--- config.mk ---
export PLATFORM = sky130hd
export DESIGN_NAME = numeric_osc_divider
export DESIGN_NICKNAME = d
export VERILOG_FILES = /design/src/nco_pkg.sv /design/src/numeric_osc_divider.sv
export SDC_FILE = /design/constraint.sdc
export NUM_CORES = 1
export LEC_CHECK = 0
export BUFFER_PORTS_ARGS = -buffer_cell sky130_fd_sc_hd__buf_2
export CAP_MARGIN = 30
export CORE_MARGIN = 2
export CORE_UTILIZATION = 35
export CTS_CLUSTER_DIAMETER = 100
export DETAILED_ROUTE_END_ITERATION = 7
export SLEW_MARGIN = 5
export SYNTH_ARGS = -nofsm -noshare
export SYNTH_HDL_FRONTEND = slang
export SYNTH_SLANG_ARGS = --single-unit
export TNS_END_PERCENT = 100
--- constraint.sdc ---
create_clock -name mclk -period 2.8 [get_ports mclk]
set_input_delay 0.14 -clock mclk [delete_from_list [all_inputs] [get_ports mclk]]
set_output_delay 0.14 -clock mclk [all_outputs]
set_load 0.01 [all_outputs]
--- src/nco_pkg.sv ---
/*
 holds register offsets, field positions, reset values and encodings
 shared by the numerically controlled oscillator block.
 assumes byte-wide registers reached over a plain strobe port.
*/
package nco_pkg;
    // register offsets on the plain port
    localparam logic [3:0] OFS_CONTROL = 4'h0;
    localparam logic [3:0] OFS_CLOCK_SELECT = 4'h1;
    localparam logic [3:0] OFS_ACC_LOW = 4'h2;
    localparam logic [3:0] OFS_ACC_HIGH = 4'h3;
    localparam logic [3:0] OFS_ACC_UPPER = 4'h4;
    localparam logic [3:0] OFS_INC_LOW = 4'h5;
    localparam logic [3:0] OFS_INC_HIGH = 4'h6;
    localparam logic [3:0] OFS_IRQ = 4'h7;
    localparam int ADDR_W = 4;
    // control register bit positions
    localparam int CTL_PFM = 0;
    localparam int CTL_POL = 4;
    localparam int CTL_OUT = 5;
    localparam int CTL_OE = 6;
    localparam int CTL_EN = 7;
    // clock select fields
    localparam int CLK_PWS_LO = 5;
    localparam int CLK_CKS_LO = 0;
    // irq register bits: flag, module enable, peripheral, global
    localparam int IRQ_FLAG = 0;
    localparam int IRQ_IE = 1;
    localparam int IRQ_PERIPHERAL_IRQ_ENABLE = 2;
    localparam int IRQ_GIE = 3;
    // widths and reset values
    localparam int ACC_W = 20;
    localparam int INC_W = 16;
    localparam logic [7:0] INC_LOW_RESET = 8'h01;
    localparam logic [7:0] BYTE_ZERO = 8'h00;
    localparam logic [7:0] CTL_WMASK = 8'hD1;
    localparam logic [7:0] CLK_WMASK = 8'hE3;
    localparam logic [7:0] IRQ_WMASK = 8'h0F;
    localparam logic [1:0] LOAD_EDGES = 2'h2;
    // clock source encodings
    typedef enum logic [1:0]
    {
        SRC_FAST_OSC = 2'b00,
        SRC_SYSTEM = 2'b01,
        SRC_LOGIC_CELL = 2'b10,
        SRC_EXT_PIN = 2'b11
    } clk_src_type;
endpackage : nco_pkg

--- src/numeric_osc_divider.sv ---
/*
 numerically controlled oscillator: 20-bit phase accumulator, buffered
 16-bit step, fixed duty and pulse modes, polarity, pin enable, flag.
 assumes all clock sources arrive as asynchronous levels, sampled on mclk;
 a source edge is one mclk-wide tick. sources must be below mclk/4.
*/
// Chosen here: the strobed register port and the placing of the registers.
// Operation
// - add buffered step each module clock edge
// - accumulator as three bytes, upper nibble zero
// - enabled: buffer loads second edge after low write
// - disabled: buffer loads right after step write
// - fixed duty mode toggles on each overflow
// - control bit 0 selects pulse mode
// - pulse mode: active for selected periods
// - pulse starts on edge after overflow
// - width field gives two-power periods
// - width only in pulse mode
// - clock field selects one of four sources
// - control bit 4 inverts final output
// - polarity change raises flag for transition
// - control bit 5 reads output level
// - control bit 6 drives output pin while bit 7 enables
// - bit 7 enables; bits 3..1 read zero
// - flag on overflow; forwarded when all enabled
// - reset clears all, step low bit one
// - runs from its own selected source
// - keep fast oscillator on when enabled and selected
// - polarity-adjusted output to peripherals
`timescale 1ns/1ns
module numeric_osc_divider
    import nco_pkg::*;
(
    input wire logic mclk,
    input wire logic rst_n,
    input wire logic clk_en,
    input wire logic [nco_pkg::ADDR_W-1:0] reg_addr,
    input wire logic [7:0] reg_wdata,
    input wire logic reg_wr,
    input wire logic reg_rd,
    output logic [7:0] reg_rdata,
    input wire logic internal_fast_oscillator,
    input wire logic system_clock_in,
    input wire logic logic_cell_one_output,
    input wire logic ext_clock_pin,
    output logic nco_out,
    output logic nco_pin_out,
    output logic nco_pin_oe,
    output logic overflow_irq,
    output logic keep_fast_osc_on
);
    import nco_pkg::*;

    // two-flop synchronisers, one per source
    logic [3:0] src_meta_ff;
    logic [3:0] src_sync_ff;
    logic [3:0] src_prev_ff;
    logic [3:0] nxt_src_meta;
    logic [3:0] nxt_src_sync;
    logic [3:0] nxt_src_prev;
    // registers
    logic [7:0] control_ff, nxt_control;
    logic [7:0] clk_sel_ff, nxt_clk_sel;
    logic [ACC_W-1:0] phase_accumulator_ff, nxt_phase_accumulator;
    logic [7:0] inc_low_ff, nxt_inc_low;
    logic [7:0] step_value_high_ff, nxt_step_value_high;
    logic [INC_W-1:0] step_buf_ff, nxt_step_buf;
    logic [1:0] load_cnt_ff, nxt_load_cnt;   // edges left before load
    logic load_pend_ff, nxt_load_pend;
    logic [3:0] irq_ff, nxt_irq;
    logic raw_ff, nxt_raw;                  // pre-polarity level
    logic [7:0] pulse_cnt_ff, nxt_pulse_cnt;
    logic [7:0] rdata_ff, nxt_rdata;
    logic out_ff, nxt_out;
    logic pin_ff, nxt_pin;
    logic oe_ff, nxt_oe;
    logic irq_out_ff, nxt_irq_out;
    logic fast_on_ff, nxt_fast_on;

    // decoded helpers
    logic module_enable;
    logic pulse_mode_select;
    logic output_invert;
    logic module_clock;                     // one-cycle tick of source
    logic [ACC_W:0] sum;
    logic accumulator_carry;
    logic [7:0] pulse_len;
    logic wr_ctl, wr_inc_low, wr_inc_high;

    // register write decode, shared by several paths
    function automatic logic hit(input logic [ADDR_W-1:0] a,
                                 input logic [ADDR_W-1:0] ofs,
                                 input logic stb);
        hit = stb && (a == ofs);
    endfunction : hit

    // synchroniser: first flop feeds only the second
    always_comb
    begin
        nxt_src_meta = {ext_clock_pin, logic_cell_one_output,
                        system_clock_in, internal_fast_oscillator};
        nxt_src_sync = src_meta_ff;
        nxt_src_prev = src_sync_ff;
    end

    always_ff @(posedge mclk)
    begin
        if (!rst_n)
        begin
            src_meta_ff <= 4'h0;
            src_sync_ff <= 4'h0;
            src_prev_ff <= 4'h0;
        end
        else if (clk_en)
        begin
            src_meta_ff <= nxt_src_meta;
            src_sync_ff <= nxt_src_sync;
            src_prev_ff <= nxt_src_prev;
        end
    end

    // datapath and register next-state
    always_comb
    begin
        module_enable = control_ff[CTL_EN];
        pulse_mode_select = control_ff[CTL_PFM];
        output_invert = control_ff[CTL_POL];
        // rising-edge tick of the selected source
        module_clock = src_sync_ff[clk_sel_ff[CLK_CKS_LO +: 2]] &&
                       !src_prev_ff[clk_sel_ff[CLK_CKS_LO +: 2]];
        sum = {1'b0, phase_accumulator_ff} +
              {{(ACC_W - INC_W + 1){1'b0}}, step_buf_ff};
        accumulator_carry = module_enable && module_clock && sum[ACC_W];
        pulse_len = 8'h01 << clk_sel_ff[CLK_PWS_LO +: 3];
        wr_ctl = hit(reg_addr, OFS_CONTROL, reg_wr);
        wr_inc_low = hit(reg_addr, OFS_INC_LOW, reg_wr);
        wr_inc_high = hit(reg_addr, OFS_INC_HIGH, reg_wr);

        nxt_control = control_ff;
        nxt_clk_sel = clk_sel_ff;
        nxt_phase_accumulator = phase_accumulator_ff;
        nxt_inc_low = inc_low_ff;
        nxt_step_value_high = step_value_high_ff;
        nxt_step_buf = step_buf_ff;
        nxt_load_cnt = load_cnt_ff;
        nxt_load_pend = load_pend_ff;
        nxt_irq = irq_ff;
        nxt_raw = raw_ff;
        nxt_pulse_cnt = pulse_cnt_ff;

        // accumulator runs only while enabled
        if (module_enable && module_clock)
        begin
            nxt_phase_accumulator = sum[ACC_W-1:0];
        end

        // output shaping on overflow
        if (pulse_mode_select)
        begin
            // pulse counter counts module clock periods
            if (accumulator_carry)
            begin
                nxt_raw = 1'b1;
                nxt_pulse_cnt = pulse_len;
            end
            else if (raw_ff && module_clock)
            begin
                nxt_pulse_cnt = pulse_cnt_ff - 8'h01;
                if (pulse_cnt_ff <= 8'h01)
                begin
                    nxt_raw = 1'b0;
                end
            end
        end
        else if (accumulator_carry)
        begin
            nxt_raw = !raw_ff;
        end

        // polarity write that flips the output also flags
        if (accumulator_carry ||
            (wr_ctl && (reg_wdata[CTL_POL] != output_invert)))
        begin
            nxt_irq[IRQ_FLAG] = 1'b1;
        end
        else if (hit(reg_addr, OFS_IRQ, reg_wr))
        begin
            // set beats clear: clear only when no event
            nxt_irq[IRQ_FLAG] = reg_wdata[IRQ_FLAG];
        end
        if (hit(reg_addr, OFS_IRQ, reg_wr))
        begin
            nxt_irq[IRQ_GIE:IRQ_IE] = reg_wdata[IRQ_GIE:IRQ_IE];
        end

        // increment buffer: count two module edges after low write
        if (load_pend_ff && module_clock)
        begin
            nxt_load_cnt = load_cnt_ff - 2'h1;
            if (load_cnt_ff == 2'h1)
            begin
                nxt_step_buf = {step_value_high_ff, inc_low_ff};
                nxt_load_pend = 1'b0;
            end
        end

        // register writes
        if (wr_ctl)
        begin
            nxt_control = (reg_wdata & CTL_WMASK) | (control_ff & ~CTL_WMASK);
        end
        if (hit(reg_addr, OFS_CLOCK_SELECT, reg_wr))
        begin
            nxt_clk_sel = reg_wdata & CLK_WMASK;
        end
        if (hit(reg_addr, OFS_ACC_LOW, reg_wr))
        begin
            nxt_phase_accumulator[7:0] = reg_wdata;
        end
        if (hit(reg_addr, OFS_ACC_HIGH, reg_wr))
        begin
            nxt_phase_accumulator[15:8] = reg_wdata;
        end
        if (hit(reg_addr, OFS_ACC_UPPER, reg_wr))
        begin
            nxt_phase_accumulator[ACC_W-1:16] = reg_wdata[3:0];
        end
        if (wr_inc_high)
        begin
            nxt_step_value_high = reg_wdata;
            if (!module_enable)
            begin
                nxt_step_buf = {reg_wdata, inc_low_ff};
            end
        end
        if (wr_inc_low)
        begin
            nxt_inc_low = reg_wdata;
            if (!module_enable)
            begin
                nxt_step_buf = {step_value_high_ff, reg_wdata};
            end
            else
            begin
                // high byte must already be in place
                nxt_load_pend = 1'b1;
                nxt_load_cnt = LOAD_EDGES;
            end
        end
        // status bit mirrors the live output level
        nxt_control[CTL_OUT] = nxt_raw ^ nxt_control[CTL_POL];

        // read mux, data valid the cycle after
        nxt_rdata = BYTE_ZERO;
        if (reg_rd)
        begin
            unique case (reg_addr)
                OFS_CONTROL: nxt_rdata = control_ff;
                OFS_CLOCK_SELECT: nxt_rdata = clk_sel_ff;
                OFS_ACC_LOW: nxt_rdata = phase_accumulator_ff[7:0];
                OFS_ACC_HIGH: nxt_rdata = phase_accumulator_ff[15:8];
                OFS_ACC_UPPER: nxt_rdata = {4'h0,
                    phase_accumulator_ff[ACC_W-1:16]};
                OFS_INC_LOW: nxt_rdata = inc_low_ff;
                OFS_INC_HIGH: nxt_rdata = step_value_high_ff;
                OFS_IRQ: nxt_rdata = {4'h0, irq_ff};
                default: nxt_rdata = BYTE_ZERO;            // unmapped
            endcase
        end

        // outputs, all registered
        nxt_out = nxt_control[CTL_OUT];
        nxt_pin = nxt_control[CTL_OUT];
        nxt_oe = nxt_control[CTL_OE] && nxt_control[CTL_EN];
        nxt_irq_out = nxt_irq[IRQ_FLAG] && nxt_control[CTL_EN] &&
                      nxt_irq[IRQ_IE] && nxt_irq[IRQ_PERIPHERAL_IRQ_ENABLE] &&
                      nxt_irq[IRQ_GIE];
        nxt_fast_on = nxt_control[CTL_EN] &&
            (nxt_clk_sel[CLK_CKS_LO +: 2] == SRC_FAST_OSC);
    end

    // state registers; reset clears all, step low bit to one
    always_ff @(posedge mclk)
    begin
        if (!rst_n)
        begin
            control_ff <= BYTE_ZERO;
            clk_sel_ff <= BYTE_ZERO;
            phase_accumulator_ff <= '0;
            inc_low_ff <= INC_LOW_RESET;
            step_value_high_ff <= BYTE_ZERO;
            step_buf_ff <= {BYTE_ZERO, INC_LOW_RESET};
            load_cnt_ff <= 2'h0;
            load_pend_ff <= 1'b0;
            irq_ff <= 4'h0;
            raw_ff <= 1'b0;
            pulse_cnt_ff <= BYTE_ZERO;
            rdata_ff <= BYTE_ZERO;
            out_ff <= 1'b0;
            pin_ff <= 1'b0;
            oe_ff <= 1'b0;
            irq_out_ff <= 1'b0;
            fast_on_ff <= 1'b0;
        end
        else if (clk_en)
        begin
            control_ff <= nxt_control;
            clk_sel_ff <= nxt_clk_sel;
            phase_accumulator_ff <= nxt_phase_accumulator;
            inc_low_ff <= nxt_inc_low;
            step_value_high_ff <= nxt_step_value_high;
            step_buf_ff <= nxt_step_buf;
            load_cnt_ff <= nxt_load_cnt;
            load_pend_ff <= nxt_load_pend;
            irq_ff <= nxt_irq;
            raw_ff <= nxt_raw;
            pulse_cnt_ff <= nxt_pulse_cnt;
            rdata_ff <= nxt_rdata;
            out_ff <= nxt_out;
            pin_ff <= nxt_pin;
            oe_ff <= nxt_oe;
            irq_out_ff <= nxt_irq_out;
            fast_on_ff <= nxt_fast_on;
        end
    end

    assign reg_rdata = rdata_ff;
    assign nco_out = out_ff;
    assign nco_pin_out = pin_ff;
    assign nco_pin_oe = oe_ff;
    assign overflow_irq = irq_out_ff;
    assign keep_fast_osc_on = fast_on_ff;
endmodule : numeric_osc_divider

==> summary.txt <==
Clk sinks: 101
Relative slew margins: 0.598
Syn_nets: 775
Worst Max-Slew Pin Slew: 0.598 ns
FFs w/ async S/R, synth: 0
DIE AREA: 0.0187 mm2
Number of vias per cell: 5.61
Critical Path Source Type: flip-flop
Drt wl/cell: 18.4 um
YS warnings: 0
Power per cell area: 430 mW/mm2
Antenna Cells: 0
Critical-path cell list: ha_4 -> fa_2 -> a211oi_4 -> o21ai_2 -> a2111oi_4 -> buf_4 -> o31ai_4 -> o31ai_4 -> buf_4 -> buf_16 -> a221o_1 -> mux2i_1 -> and2_1
Nets: 816
Vias in the first global route: 5306
Grt ovf: 0
Largest net degree at the start of global routing: 107
Die Wd: 137 um
Failing checks: negative setup slack
GRT Total Usage: 0.206
Top_reg_cell synth: dfxtp_1
I/O pin count: 34
Worst Path Arrival: 3.10 ns
Initial Util: 0.357
Final Routed Wirelength: 18500 um
Routed vias: 5631
Worst endpoint required time: 3.06 ns
Final core occ: 0.418
Initial DRC Count: 428
Share of post-route cells with drive strength above 1: 0.168
Sequential element share of the synthesized area: 0.327
CTS Buffer Depth: 2
Max-Cap Viols: 0
Initial antenna violation count: 0
Crit. End Element: flip-flop
Setup Skew: 0.0104 ns
Worst min-delay path class: in2reg
Num CTS Buffers: 9
Worst VDD drop: 0.314 mV
Leakage: 2.76 nW
CTS Root Cell: clkbuf_16
Pre-Repair DR Iteration Count: 5
Max Freq: 0.352 GHz
Clock Latency Late Sink: 0.37 ns
Crit Path Class: reg2reg
Fin crit period: 2.84 ns
Synth Instances: 734
Synth Cell Area: 0.00618 mm2
Number of synthesized flops with an enable pin: 0
First-pass GRT wire length: 29500 um
Setup_tns: -0.135 ns
Detail Route Antenna Nets: 0
Number of hold violations in the final report: 0
Crit path max fanout: 5
Setup slack after layout: -0.0433 ns
Synthesized flop and latch total: 101
# port buffers: 33
Slew Limit Fails: 0
GP Congestion: 0.879
CTS H-tree depth: 3
Setup Viol. Count Final: 8
Worst-path clk slew: 0.08 ns
Layout overhead on the synthesized area: 17.0%
Rows: 48
Syn_area_per_cell: 8.42 um2
CORE AREA: 0.0173 mm2
RSZ-0062 raised after global routing: true
Fin crit share: 1.02
CTS tree: yes
Netlist cell types: 75
CP peak stage delay: 0.37 ns
Dpl hpwl: 12900 um
Outcome: finished, violations left
Die height: 137 um
Post-route DRC violation count: 0
Worst path slowest cell: fa_2
-- critical path, delay by kind of cell, from the launching register on --
kind / cells / cell delay, ns
AOI/OAI and AO/OA: 6 / 1.13
DFF: 1 / 0.34
buffers and inverters: 3 / 0.49
adders and majority gates: 2 / 0.53
muxes: 1 / 0.08
and+or+nand+nor: 1 / 0.17
-- kinds of logic (layout without fill, tap and decap cells) --
logic type	Yosys count	after routing	synth area share
flip-flops	101	101	0.327
buffers and inverters	67	112	0.0468
adder cells (fa/ha/maj)	20	20	0.0417
AO/OA/AOI/OAI	212	212	0.239
multiplexers	60	60	0.101
XOR/XNOR	13	13	0.0184
AND/OR/NAND/NOR	261	261	0.226
-- layer usage --
metal / track usage / up-vias / share of wire
met5: 0 / - / 0
met4: 0.0722 / 0 / 0.024
met3: 0.0385 / 28 / 0.052
met2: 0.321 / 179 / 0.45
met1: 0.285 / 2681 / 0.47
li1: - / 2743 / -
-- cell usage in the layout, fill, tap and decap left out, drive strengths merged, types with 19 or more instances in the layout --
cell	Yosys	routed
a21oi	43	43
buf	19	84
dfxtp	101	101
ha	19	19
mux2i	57	57
nand2	70	70
nor2	36	36
nor2b	64	64
o21ai	51	51
-- stage by stage --
step | std cells | hold WS, ns | area (um2) | power, mW | worst slack (ns)
floorplan | 734 | 0.295 | 6180 | 1.70 | 0.0764
global placement | 979 | 0.395 | 6730 | 1.80 | -0.0854
detailed placement | 979 | 0.406 | 6730 | 1.80 | -0.108
CTS | 1002 | 0.0274 | 7160 | 3.12 | -0.00384
global route | 1004 | 0.0498 | 7230 | 3.22 | -0.199
finish | 1004 | 0.0290 | 7230 | 3.11 | -0.0433
-- sequential cells by signal, summed over array words and instances (netlist names), 5 cells and up --
signal                cells
clk_sel_ff                5
control_ff                5
inc_low_ff                8
phase_accumulator_ff     20
pulse_cnt_ff              8
reg_rdata                 8
step_buf_ff              16
step_value_high_ff        8
-- timing repair --
item | CTS | global route
hold buffers | 0 | 0
resized for setup | 11 | 6
cloned | 1 | 0
setup buffers | 7 | 2
endpoints found under the setup margin | 11 | 15
pin swaps | 2 | 4
-- final timing paths --
path	startpoint	to	slack, ns	cells after the start
worst max register to register	phase_accumulator_ff[0]	raw_ff	-0.04	13
worst min-delay path	internal_fast_oscillator	nxt_src_sync[0]	0.03	3
worst min register to register	overflow_irq	overflow_irq	0.46	2
worst max-delay path	phase_accumulator_ff[0]	raw_ff	-0.04	13
-- cell type report --
class                   count  area, um2
inverters                  13       48.8
fillers                  1812      10100
clock inverters             6       77.6
flip-flops and latches    101       2020
well taps                 225        282
multi-input cells         566       3960
repair buffers             84        609
clock buffers               9        225
-- power breakdown --
group	internal [mW]	total [mW]	switching, mW
logic	0.113	0.291	0.177
registers	1.46	1.49	0.0275
clock network	0.708	1.33	0.620
-- synth_stat cells (5+ instances only) --
master	number	area, um2
a211oi_1	6	45.0
a21boi_0	7	52.6
a21boi_1	7	52.6
a21oi_1	43	215
a221oi_1	7	61.3
a22oi_1	14	105
a31oi_1	7	43.8
and2_1	9	56.3
and3_1	5	31.3
buf_1	7	26.3
buf_2	6	30.0
clkbuf_1	35	131
dfxtp_1	101	2020
ha_1	19	238
inv_1	12	45.0
mux2i_1	57	571
nand2_1	70	263
nand2b_1	8	50.1
nand3_1	16	80.1
nand4_1	5	31.3
nand4b_1	5	43.8
nor2_1	36	135
nor2b_1	64	400
nor3_1	13	65.1
nor3b_1	5	37.5
o211a_1	8	80.1
o211ai_1	7	52.6
o21a_1	8	60.1
o21ai_0	38	190
o21ai_1	12	60.1
o22ai_1	6	37.5
xnor2_1	12	105
(Power assumes the default switching activity.)
